[src/crs_pkg.sv]
// Shared constants and types of the CCD readout sequencer
package crs_pkg;
    // Array size is a build choice; counters allow up to 2047
    localparam logic [10:0] SENSOR_COLS = 11'h020;
    localparam logic [10:0] SENSOR_ROWS = 11'h020;
    localparam logic [10:0] HALF_COLS = 11'h010;
    localparam logic [10:0] COL_ONE = 11'h001;
    localparam logic SINGLE_PORT_SEL = 1'b0;
    localparam logic [1:0] BUF_DEPTH = 2'h2;
    localparam logic [15:0] CYC_ZERO = 16'h0000;
    localparam logic [23:0] EXP_ZERO = 24'h000000;

    typedef enum logic [2:0] {
        RO_IDLE = 3'h0,
        RO_XFER = 3'h1,
        RO_ROW = 3'h2,
        RO_PIX = 3'h3,
        RO_DIG = 3'h4,
        RO_DONE = 3'h5
    } crs_ro_state_t;

    typedef enum logic [1:0] {
        EX_ARM = 2'h0,
        EX_GATE = 2'h1,
        EX_DECAY = 2'h2,
        EX_HAND = 2'h3
    } crs_ex_state_t;

    typedef struct packed {
        logic en;
        logic [10:0] col_start;
        logic [10:0] col_count;
        logic [10:0] row_start;
        logic [10:0] row_count;
    } crs_roi_t;

    typedef struct packed {
        logic [7:0] pixel_shift_duration;
        logic [7:0] digitize;
        logic [7:0] row_shift;
        logic [23:0] exposure;
        logic [15:0] decay;
    } crs_timing_t;

    typedef struct packed {
        logic sof;
        logic eof;
        logic [15:0] sample_a;
        logic [15:0] sample_b;
    } crs_pix_t;
endpackage

[src/crs_pix_buf.sv]
// Two-entry pixel buffer between the digitizer and the receiver
module crs_pix_buf (
    input wire logic sys_clk,
    input wire logic rst_n,
    input wire logic clk_en,
    input wire logic in_valid,
    output logic in_ready,
    input wire crs_pkg::crs_pix_t in_data,
    output logic out_valid,
    input wire logic out_ready,
    output crs_pkg::crs_pix_t out_data
);
    crs_pkg::crs_pix_t mem_ff [2];
    logic [1:0] cnt_ff;
    logic wr_ff;
    logic rd_ff;
    logic push;
    logic pop;

    assign in_ready = (cnt_ff != crs_pkg::BUF_DEPTH);
    assign out_valid = (cnt_ff != 2'h0);
    assign out_data = mem_ff[rd_ff];
    assign push = in_valid && in_ready;
    assign pop = out_valid && out_ready;

    genvar g;
    generate
        for (g = 0; g < 2; g++) begin : g_entry
            always_ff @(posedge sys_clk or negedge rst_n) begin
                if (!rst_n) begin
                    mem_ff[g] <= '0;
                end else if (clk_en && push && wr_ff == 1'(g)) begin
                    mem_ff[g] <= in_data;
                end
            end
        end
    endgenerate

    always_ff @(posedge sys_clk or negedge rst_n) begin
        if (!rst_n) begin
            cnt_ff <= 2'h0;
            wr_ff <= 1'b0;
            rd_ff <= 1'b0;
        end else if (clk_en) begin
            if (push) begin
                wr_ff <= ~wr_ff;
            end
            if (pop) begin
                rd_ff <= ~rd_ff;
            end
            if (push && !pop) begin
                cnt_ff <= cnt_ff + 2'h1;
            end else if (pop && !push) begin
                cnt_ff <= cnt_ff - 2'h1;
            end
        end
    end
endmodule

[src/crs_sequencer.sv]
// Exposure and readout sequencer for an intensified CCD
module crs_sequencer (
    input wire logic sys_clk,
    input wire logic rst_n,
    input wire logic clk_en,
    input wire logic acq_enable,
    input wire logic free_run,
    input wire logic ext_sync,
    input wire logic sensor_interline,
    input wire logic variant_single_port,
    input wire crs_pkg::crs_roi_t roi,
    input wire crs_pkg::crs_timing_t timing,
    input wire logic [15:0] adc_sample_a,
    input wire logic [15:0] adc_sample_b,
    output logic intensifier_gate,
    output logic storage_xfer,
    output logic row_shift,
    output logic pixel_shift,
    output logic pixel_digitize,
    output logic dual_port_active,
    output logic single_port_sel,
    output logic overlapped_mode,
    output logic frame_done,
    output logic [31:0] readout_cycles,
    output logic [31:0] frame_cycles,
    output logic pix_valid,
    input wire logic pix_ready,
    output crs_pkg::crs_pix_t pix_data
);
    crs_pkg::crs_ro_state_t ro_ff;
    crs_pkg::crs_ex_state_t ex_ff;
    crs_pkg::crs_roi_t roi_ff;
    crs_pkg::crs_pix_t push_word;
    logic [15:0] cyc_ff;
    logic [23:0] ex_cyc_ff;
    logic [10:0] col_ff;
    logic [10:0] row_ff;
    logic dual_ff;
    logic intl_ff;
    logic ovl_ff;
    logic sof_ff;
    logic sync_pend_ff;
    logic [31:0] readout_cycles_ff;
    logic [31:0] frame_cycles_ff;
    logic dual_ok;
    logic [10:0] eff_cols;
    logic [10:0] eff_rows;
    logic [21:0] eff_pix;
    logic [31:0] nxt_readout;
    logic nxt_ovl;
    logic ex_permit;
    logic ex_go;
    logic ro_start;
    logic [15:0] ro_limit;
    logic ro_tick;
    logic ro_step;
    logic buf_in_ready;
    logic [11:0] col_end;
    logic [11:0] row_end;
    logic col_hit;
    logic row_hit;
    logic px_hit;
    logic col_last;
    logic row_last;
    logic roi_last;
    logic push;
    crs_pkg::crs_ro_state_t nxt_after;

    // Centred means equal margins on both sides; binning plays no part
    assign col_end = {1'b0, roi.col_start} + {1'b0, roi.col_count};
    assign dual_ok = !variant_single_port
        && (!roi.en || roi.col_start == crs_pkg::SENSOR_COLS - col_end[10:0]);

    // Estimate per port: dual halves the columns each port carries
    assign eff_cols = roi.en ? roi.col_count : crs_pkg::SENSOR_COLS;
    assign eff_rows = roi.en ? roi.row_count : crs_pkg::SENSOR_ROWS;
    assign eff_pix = (dual_ok ? {1'b0, eff_cols[10:1]} : eff_cols) * eff_rows;
    // Widen before multiplying so a full array cannot wrap the product
    assign nxt_readout = 32'(eff_pix) * (32'(timing.pixel_shift_duration) + 32'(timing.digitize))
        + 32'(eff_rows) * 32'(timing.row_shift);

    always_ff @(posedge sys_clk or negedge rst_n) begin
        if (!rst_n) begin
            readout_cycles_ff <= 32'h0;
            frame_cycles_ff <= 32'h0;
        end else if (clk_en) begin
            readout_cycles_ff <= nxt_readout;
            frame_cycles_ff <= readout_cycles_ff + {8'h0, timing.exposure} + {16'h0, timing.decay};
        end
    end
    assign readout_cycles = readout_cycles_ff;
    assign frame_cycles = frame_cycles_ff;

    // Only interline parts hold a frame in storage, so only they can overlap
    assign nxt_ovl = sensor_interline && !({8'h0, timing.exposure} < readout_cycles_ff);
    // Non-overlapped waits for the frame-done return to idle
    assign ex_permit = nxt_ovl ? (ro_ff != crs_pkg::RO_XFER) : (ro_ff == crs_pkg::RO_IDLE);
    assign ex_go = ex_ff == crs_pkg::EX_ARM && acq_enable && (free_run || sync_pend_ff || ext_sync)
        && ex_permit;
    assign ro_start = ex_ff == crs_pkg::EX_HAND && ro_ff == crs_pkg::RO_IDLE;

    // A sync seen while armed but not yet permitted to start is held; one seen during an exposure is dropped
    always_ff @(posedge sys_clk or negedge rst_n) begin
        if (!rst_n) begin
            sync_pend_ff <= 1'b0;
        end else if (clk_en) begin
            if (ext_sync && ex_ff == crs_pkg::EX_ARM && !ex_go) begin
                sync_pend_ff <= 1'b1;
            end else if (ex_go) begin
                sync_pend_ff <= 1'b0;
            end
        end
    end

    always_ff @(posedge sys_clk or negedge rst_n) begin
        if (!rst_n) begin
            ex_ff <= crs_pkg::EX_ARM;
            ex_cyc_ff <= crs_pkg::EXP_ZERO;
            ovl_ff <= 1'b0;
        end else if (clk_en) begin
            case (ex_ff)
                crs_pkg::EX_ARM: begin
                    ex_cyc_ff <= crs_pkg::EXP_ZERO;
                    if (ex_go) begin
                        ovl_ff <= nxt_ovl;
                        ex_ff <= crs_pkg::EX_GATE;
                    end
                end
                crs_pkg::EX_GATE: begin
                    if (ex_cyc_ff + 24'h1 >= timing.exposure) begin
                        ex_cyc_ff <= crs_pkg::EXP_ZERO;
                        ex_ff <= crs_pkg::EX_DECAY;
                    end else begin
                        ex_cyc_ff <= ex_cyc_ff + 24'h1;
                    end
                end
                crs_pkg::EX_DECAY: begin
                    if (ex_cyc_ff + 24'h1 >= {8'h0, timing.decay}) begin
                        ex_ff <= crs_pkg::EX_HAND;
                    end else begin
                        ex_cyc_ff <= ex_cyc_ff + 24'h1;
                    end
                end
                crs_pkg::EX_HAND: begin
                    if (ro_start) begin
                        ex_ff <= crs_pkg::EX_ARM;
                    end
                end
                default: ex_ff <= crs_pkg::EX_ARM;
            endcase
        end
    end

    localparam logic [15:0] CYC_ONE_LIMIT = 16'h0001;
    always_comb begin
        case (ro_ff)
            crs_pkg::RO_XFER, crs_pkg::RO_ROW: ro_limit = {8'h0, timing.row_shift};
            crs_pkg::RO_PIX: ro_limit = {8'h0, timing.pixel_shift_duration};
            crs_pkg::RO_DIG: ro_limit = {8'h0, timing.digitize};
            default: ro_limit = CYC_ONE_LIMIT;
        endcase
    end
    assign ro_tick = cyc_ff + 16'h1 >= ro_limit;
    assign ro_step = ro_tick && (ro_ff == crs_pkg::RO_PIX || (ro_ff == crs_pkg::RO_DIG && buf_in_ready));

    assign row_end = {1'b0, roi_ff.row_start} + {1'b0, roi_ff.row_count};
    assign col_hit = !roi_ff.en || (col_ff >= roi_ff.col_start
        && (dual_ff || {1'b0, col_ff} < {1'b0, roi_ff.col_start} + {1'b0, roi_ff.col_count}));
    assign row_hit = !roi_ff.en || (row_ff >= roi_ff.row_start && {1'b0, row_ff} < row_end);
    assign px_hit = col_hit && row_hit;
    assign col_last = col_ff == (dual_ff ? crs_pkg::HALF_COLS : crs_pkg::SENSOR_COLS) - crs_pkg::COL_ONE;
    assign row_last = row_ff == crs_pkg::SENSOR_ROWS - crs_pkg::COL_ONE;
    assign roi_last = !roi_ff.en ? (col_last && row_last)
        : ({1'b0, row_ff} == row_end - 12'h1 && (dual_ff ? col_last
        : {1'b0, col_ff} == {1'b0, roi_ff.col_start} + {1'b0, roi_ff.col_count} - 12'h1));
    // Every frame ends via RO_DONE, then idle, after the whole array: shifting out leaves it empty
    assign nxt_after = col_last ? (row_last ? crs_pkg::RO_DONE : crs_pkg::RO_ROW)
        : crs_pkg::RO_PIX;

    always_ff @(posedge sys_clk or negedge rst_n) begin
        if (!rst_n) begin
            ro_ff <= crs_pkg::RO_IDLE;
        end else if (clk_en) begin
            case (ro_ff)
                crs_pkg::RO_IDLE: begin
                    if (ro_start) begin
                        ro_ff <= sensor_interline ? crs_pkg::RO_XFER : crs_pkg::RO_ROW;
                    end
                end
                crs_pkg::RO_XFER: if (ro_tick) ro_ff <= crs_pkg::RO_ROW;
                crs_pkg::RO_ROW: if (ro_tick) ro_ff <= crs_pkg::RO_PIX;
                crs_pkg::RO_PIX: if (ro_tick) ro_ff <= px_hit ? crs_pkg::RO_DIG : nxt_after;
                crs_pkg::RO_DIG: if (ro_step) ro_ff <= nxt_after;
                crs_pkg::RO_DONE: ro_ff <= crs_pkg::RO_IDLE;
                default: ro_ff <= crs_pkg::RO_IDLE;
            endcase
        end
    end

    always_ff @(posedge sys_clk or negedge rst_n) begin
        if (!rst_n) begin
            cyc_ff <= crs_pkg::CYC_ZERO;
        end else if (clk_en) begin
            if (ro_ff == crs_pkg::RO_IDLE || ro_ff == crs_pkg::RO_DONE || ro_step
                || (ro_tick && ro_ff != crs_pkg::RO_DIG)) begin
                cyc_ff <= crs_pkg::CYC_ZERO;
            end else if (!ro_tick) begin
                cyc_ff <= cyc_ff + 16'h1;
            end
        end
    end

    // Row advances only after the last column of the row has gone
    always_ff @(posedge sys_clk or negedge rst_n) begin
        if (!rst_n) begin
            col_ff <= 11'h0;
            row_ff <= 11'h0;
        end else if (clk_en) begin
            if (ro_start) begin
                col_ff <= 11'h0;
                row_ff <= 11'h0;
            end else if ((ro_ff == crs_pkg::RO_PIX && ro_tick && !px_hit) || (ro_ff == crs_pkg::RO_DIG && ro_step)) begin
                col_ff <= col_last ? 11'h0 : col_ff + crs_pkg::COL_ONE;
                row_ff <= col_last ? row_ff + crs_pkg::COL_ONE : row_ff;
            end
        end
    end

    // Region and port choice are frozen for the whole frame
    always_ff @(posedge sys_clk or negedge rst_n) begin
        if (!rst_n) begin
            roi_ff <= '0;
            dual_ff <= 1'b0;
            intl_ff <= 1'b0;
        end else if (clk_en && ro_start) begin
            roi_ff <= roi;
            dual_ff <= dual_ok;
            intl_ff <= sensor_interline;
        end
    end

    always_ff @(posedge sys_clk or negedge rst_n) begin
        if (!rst_n) begin
            sof_ff <= 1'b0;
        end else if (clk_en) begin
            if (ro_start) begin
                sof_ff <= 1'b1;
            end else if (push && buf_in_ready) begin
                // Cleared only when the buffer really took the word
                sof_ff <= 1'b0;
            end
        end
    end

    assign push = ro_ff == crs_pkg::RO_DIG && ro_tick;
    always_comb begin
        push_word.sof = sof_ff;
        push_word.eof = roi_last;
        push_word.sample_a = adc_sample_a;
        push_word.sample_b = dual_ff ? adc_sample_b : 16'h0;
    end

    // Receiver stall holds the sequencer in digitize, so no word is lost
    crs_pix_buf u_buf (
        .sys_clk(sys_clk),
        .rst_n(rst_n),
        .clk_en(clk_en),
        .in_valid(push),
        .in_ready(buf_in_ready),
        .in_data(push_word),
        .out_valid(pix_valid),
        .out_ready(pix_ready),
        .out_data(pix_data)
    );

    assign intensifier_gate = ex_ff == crs_pkg::EX_GATE;
    assign storage_xfer = ro_ff == crs_pkg::RO_XFER;
    assign row_shift = ro_ff == crs_pkg::RO_ROW;
    assign pixel_shift = ro_ff == crs_pkg::RO_PIX;
    assign pixel_digitize = ro_ff == crs_pkg::RO_DIG;
    assign dual_port_active = dual_ff;
    assign single_port_sel = crs_pkg::SINGLE_PORT_SEL;
    assign overlapped_mode = ovl_ff;
    assign frame_done = ro_ff == crs_pkg::RO_DONE;
endmodule

[config.mk]
export PLATFORM = sky130hd
export DESIGN_NAME = crs_sequencer
export DESIGN_NICKNAME = d
export VERILOG_FILES = /design/src/crs_pkg.sv /design/src/crs_pix_buf.sv /design/src/crs_sequencer.sv
export SDC_FILE = /design/constraint.sdc
export NUM_CORES = 2
export LEC_CHECK = 0
export BUFFER_PORTS_ARGS = -buffer_cell sky130_fd_sc_hd__buf_4
export CAP_MARGIN = 20
export CELL_PAD_IN_SITES_DETAIL_PLACEMENT = 2
export CELL_PAD_IN_SITES_GLOBAL_PLACEMENT = 2
export CORE_ASPECT_RATIO = 0.75
export CORE_MARGIN = 10
export CORE_UTILIZATION = 35
export DETAILED_ROUTE_END_ITERATION = 10
export PLACE_DENSITY_LB_ADDON = 0.05
export SETUP_SLACK_MARGIN = 0.15
export SKIP_LAST_GASP = 1
export SYNTH_ARGS = -nofsm -noshare
export SYNTH_HDL_FRONTEND = slang
export SYNTH_SLANG_ARGS = --single-unit
[constraint.sdc]
create_clock -name sys_clk -period 4.8 [get_ports sys_clk]
set_clock_uncertainty 0.15 [all_clocks]
set_input_delay 0 -clock sys_clk [delete_from_list [all_inputs] [get_ports sys_clk]]
set_output_delay 0 -clock sys_clk [all_outputs]
set_load 0.05 [all_outputs]
==> flow_metrics.env <==
export IMPL_htree_num_levels=2
export IMPL_coreArea_um2=91600
export IMPL_antenna_found_initial=5
export IMPL_initial_utilization_pct=35.4
export IMPL_final_net_count=5341
export IMPL_drt_first_pass_iters=5
export IMPL_io_pins=258
export IMPL_worst_hold_startpoint="timing[22]"
export IMPL_startpoint_type="primary input"
export IMPL_synth_avg_cell_area_um2=8.88
export IMPL_yosys_warnings=0
export IMPL_die_height_um=283
export IMPL_placement_io_buffers=256
export IMPL_fraction_of_synthesis_flops_using_an_asynchronous_set_or_reset_pin_pct=100
export IMPL_clk_insertion_delay_late_ns=0.58
export IMPL_critical_path_startpoint="roi[34]"
export IMPL_clock_tree_buffer_depth=3
export IMPL_synth_net_count=4501
export IMPL_post_route_period_util_pct=266
export IMPL_failed_checks="negative setup slack"
export IMPL_detail_route_iter0_violations=1750
export IMPL_groute_layer_met2_usage_pct=41.9
export IMPL_final_setup_violating_endpoints=32
export IMPL_synth_edf_count=0
export IMPL_finalWorstPathRequiredPeriod_ns=12.75
export IMPL_arrival_ns=13.03
export IMPL_place_congestion=0.901
export IMPL_overflow=0
export IMPL_synthesis_instances=3649
export IMPL_die_w_um=371
export IMPL_result_of_the_run="complete, but fails checks"
export IMPL_final_antenna_net_count=0
export IMPL_synth_top_cells_by_area="sky130_fd_sc_hd__fa_1 20%, sky130_fd_sc_hd__dfrtp_1 19%, sky130_fd_sc_hd__ha_1 14%, sky130_fd_sc_hd__inv_1 6.9%, sky130_fd_sc_hd__nand2_1 4.7%"
export IMPL_clk_root_buffer_cell="sky130_fd_sc_hd__clkbuf_16"
export IMPL_worst_slew_pin_transition_ns=0.820
export IMPL_critical_path_reg2reg_startpoint="roi_ff[33]$_DFFE_PN0P_"
export IMPL_slew_violations=0
export IMPL_clk_transition_reported_paths_ns=0.06
export IMPL_first_global_vias=34700
export IMPL_grt_usage_pct=25.1
export IMPL_rr_worst_depth=17
export IMPL_floorplan_die_area_um2=105000
export IMPL_route_detailed_drc=0
export IMPL_clkSinkCount=252
export IMPL_setup_ws_ns=-7.95
export IMPL_highest_clock_rate_mhz=78.5
export IMPL_cts_buffers=35
export IMPL_hold_viol=0
export IMPL_yosys_area_top_type_share_pct=20.2
export IMPL_worst_path_fanout_max=4
export IMPL_synth_largest_area_cell="sky130_fd_sc_hd__fa_1"
export IMPL_critPathMaxStageDelay_ns=0.57
export IMPL_post_synth_num_cell_types=90
export IMPL_postSynth_topFlopCell="sky130_fd_sc_hd__dfrtp_1"
export IMPL_grt_first_pass_wirelength_um=210000
export IMPL_final_layout_size_suffix_gt1_share_pct=31.1
export IMPL_detailed_place_hpwl_um=105000
export IMPL_final_core_utilization_pct=49.1
export IMPL_worst_slew_margin_rel_pct=44.8
export IMPL_synthToLayoutAreaGrowth_pct=38.9
export IMPL_synth_seq_area_share_pct=19.5
export IMPL_crit_type="in -> reg"
export IMPL_grt_start_max_net_pins=89
export IMPL_final_common_cell="sky130_fd_sc_hd__buf_4"
export IMPL_via_per_inst=5.28
export IMPL_vias=30300
export IMPL_reg2reg_slack_ns=-0.01
export IMPL_grt_met3_usage_pct=2.65
export IMPL_grtUsageMet1_pct=35.0
export IMPL_tritoncts_clock_tree="built"
export IMPL_critical_path_required_ns=5.09
export IMPL_drv_max_cap_violation_count=0
export IMPL_r2r_endpoint="row_ff[6]$_DFFE_PN0P_"
export IMPL_hold_path_end="frame_cycles[6]$_DFFE_PN0P_"
export IMPL_min_delay_path_class="in -> reg"
export IMPL_row_count=96
export IMPL_drt_wirelength_per_cell_um=24.5
export IMPL_most_frequent_cp_cell="sky130_fd_sc_hd__fa_1"
export IMPL_worstHoldPathCells=5
export IMPL_post_synth_instance_area_um2=32400
export IMPL_cp_slowest_cell="sky130_fd_sc_hd__fa_1"
export IMPL_detail_route_wirelength_um=140000
export IMPL_synth_seq_cells=252
export IMPL_leading_cell_types_in_the_layout_fill_and_taps_excluded="725 x sky130_fd_sc_hd__buf_4, 540 x sky130_fd_sc_hd__inv_1, 374 x sky130_fd_sc_hd__nand2_1"
export IMPL_unrepaired_setup_endpoints_after_global_routing="yes"
export IMPL_endpoint_kind="flip-flop"
export IMPL_grt_busiest_layer="met2"
## what timing repair did
item                                    CTS  global route
setup buffers                            61            51
pin swaps                               134           173
hold endpoints to repair                387             0
gates cloned                              2             2
hold buffers                            103             0
gates resized for setup                 200           245
endpoints found under the setup margin   78           141
## critical path: cells and delay by family
kind	cells	cell delay, ns
compound gates	8	1.51
buf+inv	16	1.72
fa+ha+maj	16	6.77
mux	2	0.48
simple gates	8	2.21
xor+xnor	3	0.32
## area by class of cell
| class | count | area (µm²) |
|---|---|---|
| multi-input cells | 2687 | 25900 |
| clock inverters | 17 | 275 |
| repair buffers | 918 | 7720 |
| diodes | 2 | 5.00 |
| inverters | 595 | 2240 |
| flip-flops and latches | 252 | 6310 |
| clock buffers | 46 | 997 |
| fillers | 9668 | 46600 |
| well taps | 1225 | 1530 |
## worst max path at each step
| stage | slack [ns] | depth (start not counted) | endpoint |
|---|---|---|---|
| final | -7.95 | 53 | readout_cycles[29]$_DFFE_PN0P_ |
| after floorplan | -7.39 | 53 | readout_cycles[29]$_DFFE_PN0P_ |
| after global placement | -8.26 | 52 | readout_cycles[29]$_DFFE_PN0P_ |
| after global routing | -8.26 | 53 | readout_cycles[29]$_DFFE_PN0P_ |
| after detailed placement | -8.89 | 58 | readout_cycles[31]$_DFFE_PN0P_ |
| after CTS | -7.53 | 57 | readout_cycles[29]$_DFFE_PN0P_ |
## state kept, by name, indices dropped and copies added (netlist names), 2 cells and up
| register | count |
|---|---|
| ro_ff | 3 |
| u_buf.cnt_ff | 2 |
| roi_ff | 45 |
| cyc_ff | 16 |
| ex_cyc_ff | 24 |
| row_ff | 11 |
| u_buf.mem_ff | 68 |
| ex_ff | 2 |
| frame_cycles | 32 |
| readout_cycles | 32 |
| col_ff | 11 |
## layer usage
| metal | wire (µm) | vias to the layer above |
|---|---|---|
| li1 | - | 13700 |
| met1 | 64300 | 15900 |
| met2 | 68500 | 529 |
| met3 | 5070 | 157 |
| met4 | 2630 | 4 |
| met5 | 21 | - |
## cell families (layout without fill, tap and decap cells)
logic type                 after synthesis  count (layout)  share of synthesized area [%]
AOI/OAI and AO/OA                      596             596                           12.0
DFF                                    252             252                           19.5
xor gates and xnor gates               167             167                           4.60
buffers and inverters                  711            1576                           8.34
muxes                                  157             157                           5.37
and+or+nand+nor                       1063            1064                           15.5
other                                    1               3                         0.0116
adders and majority gates              702             702                           34.7
## Yosys cell counts (all sizes together) (10+ instances only)
master,count
o21bai,20
nor3,34
o211ai,11
or2,16
a2111oi,14
a211oi,25
or3,29
buf,22
and3,77
nor2b,30
a21o,60
nor4,12
nor3b,10
xor2,57
xnor2,108
o21a,24
and2,63
nand2b,34
inv,593
o21ai,174
nand4,28
mux2,135
a31oi,26
mux2i,22
nand3,63
fa,327
nor2,238
dfrtp,252
nand2,403
clkbuf,94
ha,375
o31ai,16
a21oi,129
## per-stage QoR
step | TNS [ns] | hold WS (ns) | setup slack (ns) | cells | area [µm²]
CTS | -185.05 | 0.00326 | -7.53 | 5687 | 43500
finish | -192.24 | 0.0265 | -7.95 | 5742 | 45000
global route | -202.79 | 0.0626 | -8.26 | 5740 | 45000
global placement | -210.43 | -0.123 | -8.26 | 5458 | 39700
floorplan | -177.70 | -0.446 | -7.39 | 3649 | 33200
detailed placement | -225.66 | -0.103 | -8.89 | 5458 | 39700
Power is not shown: default switching activity piles up to over one toggle a cycle in this logic, so the estimate is an artifact.
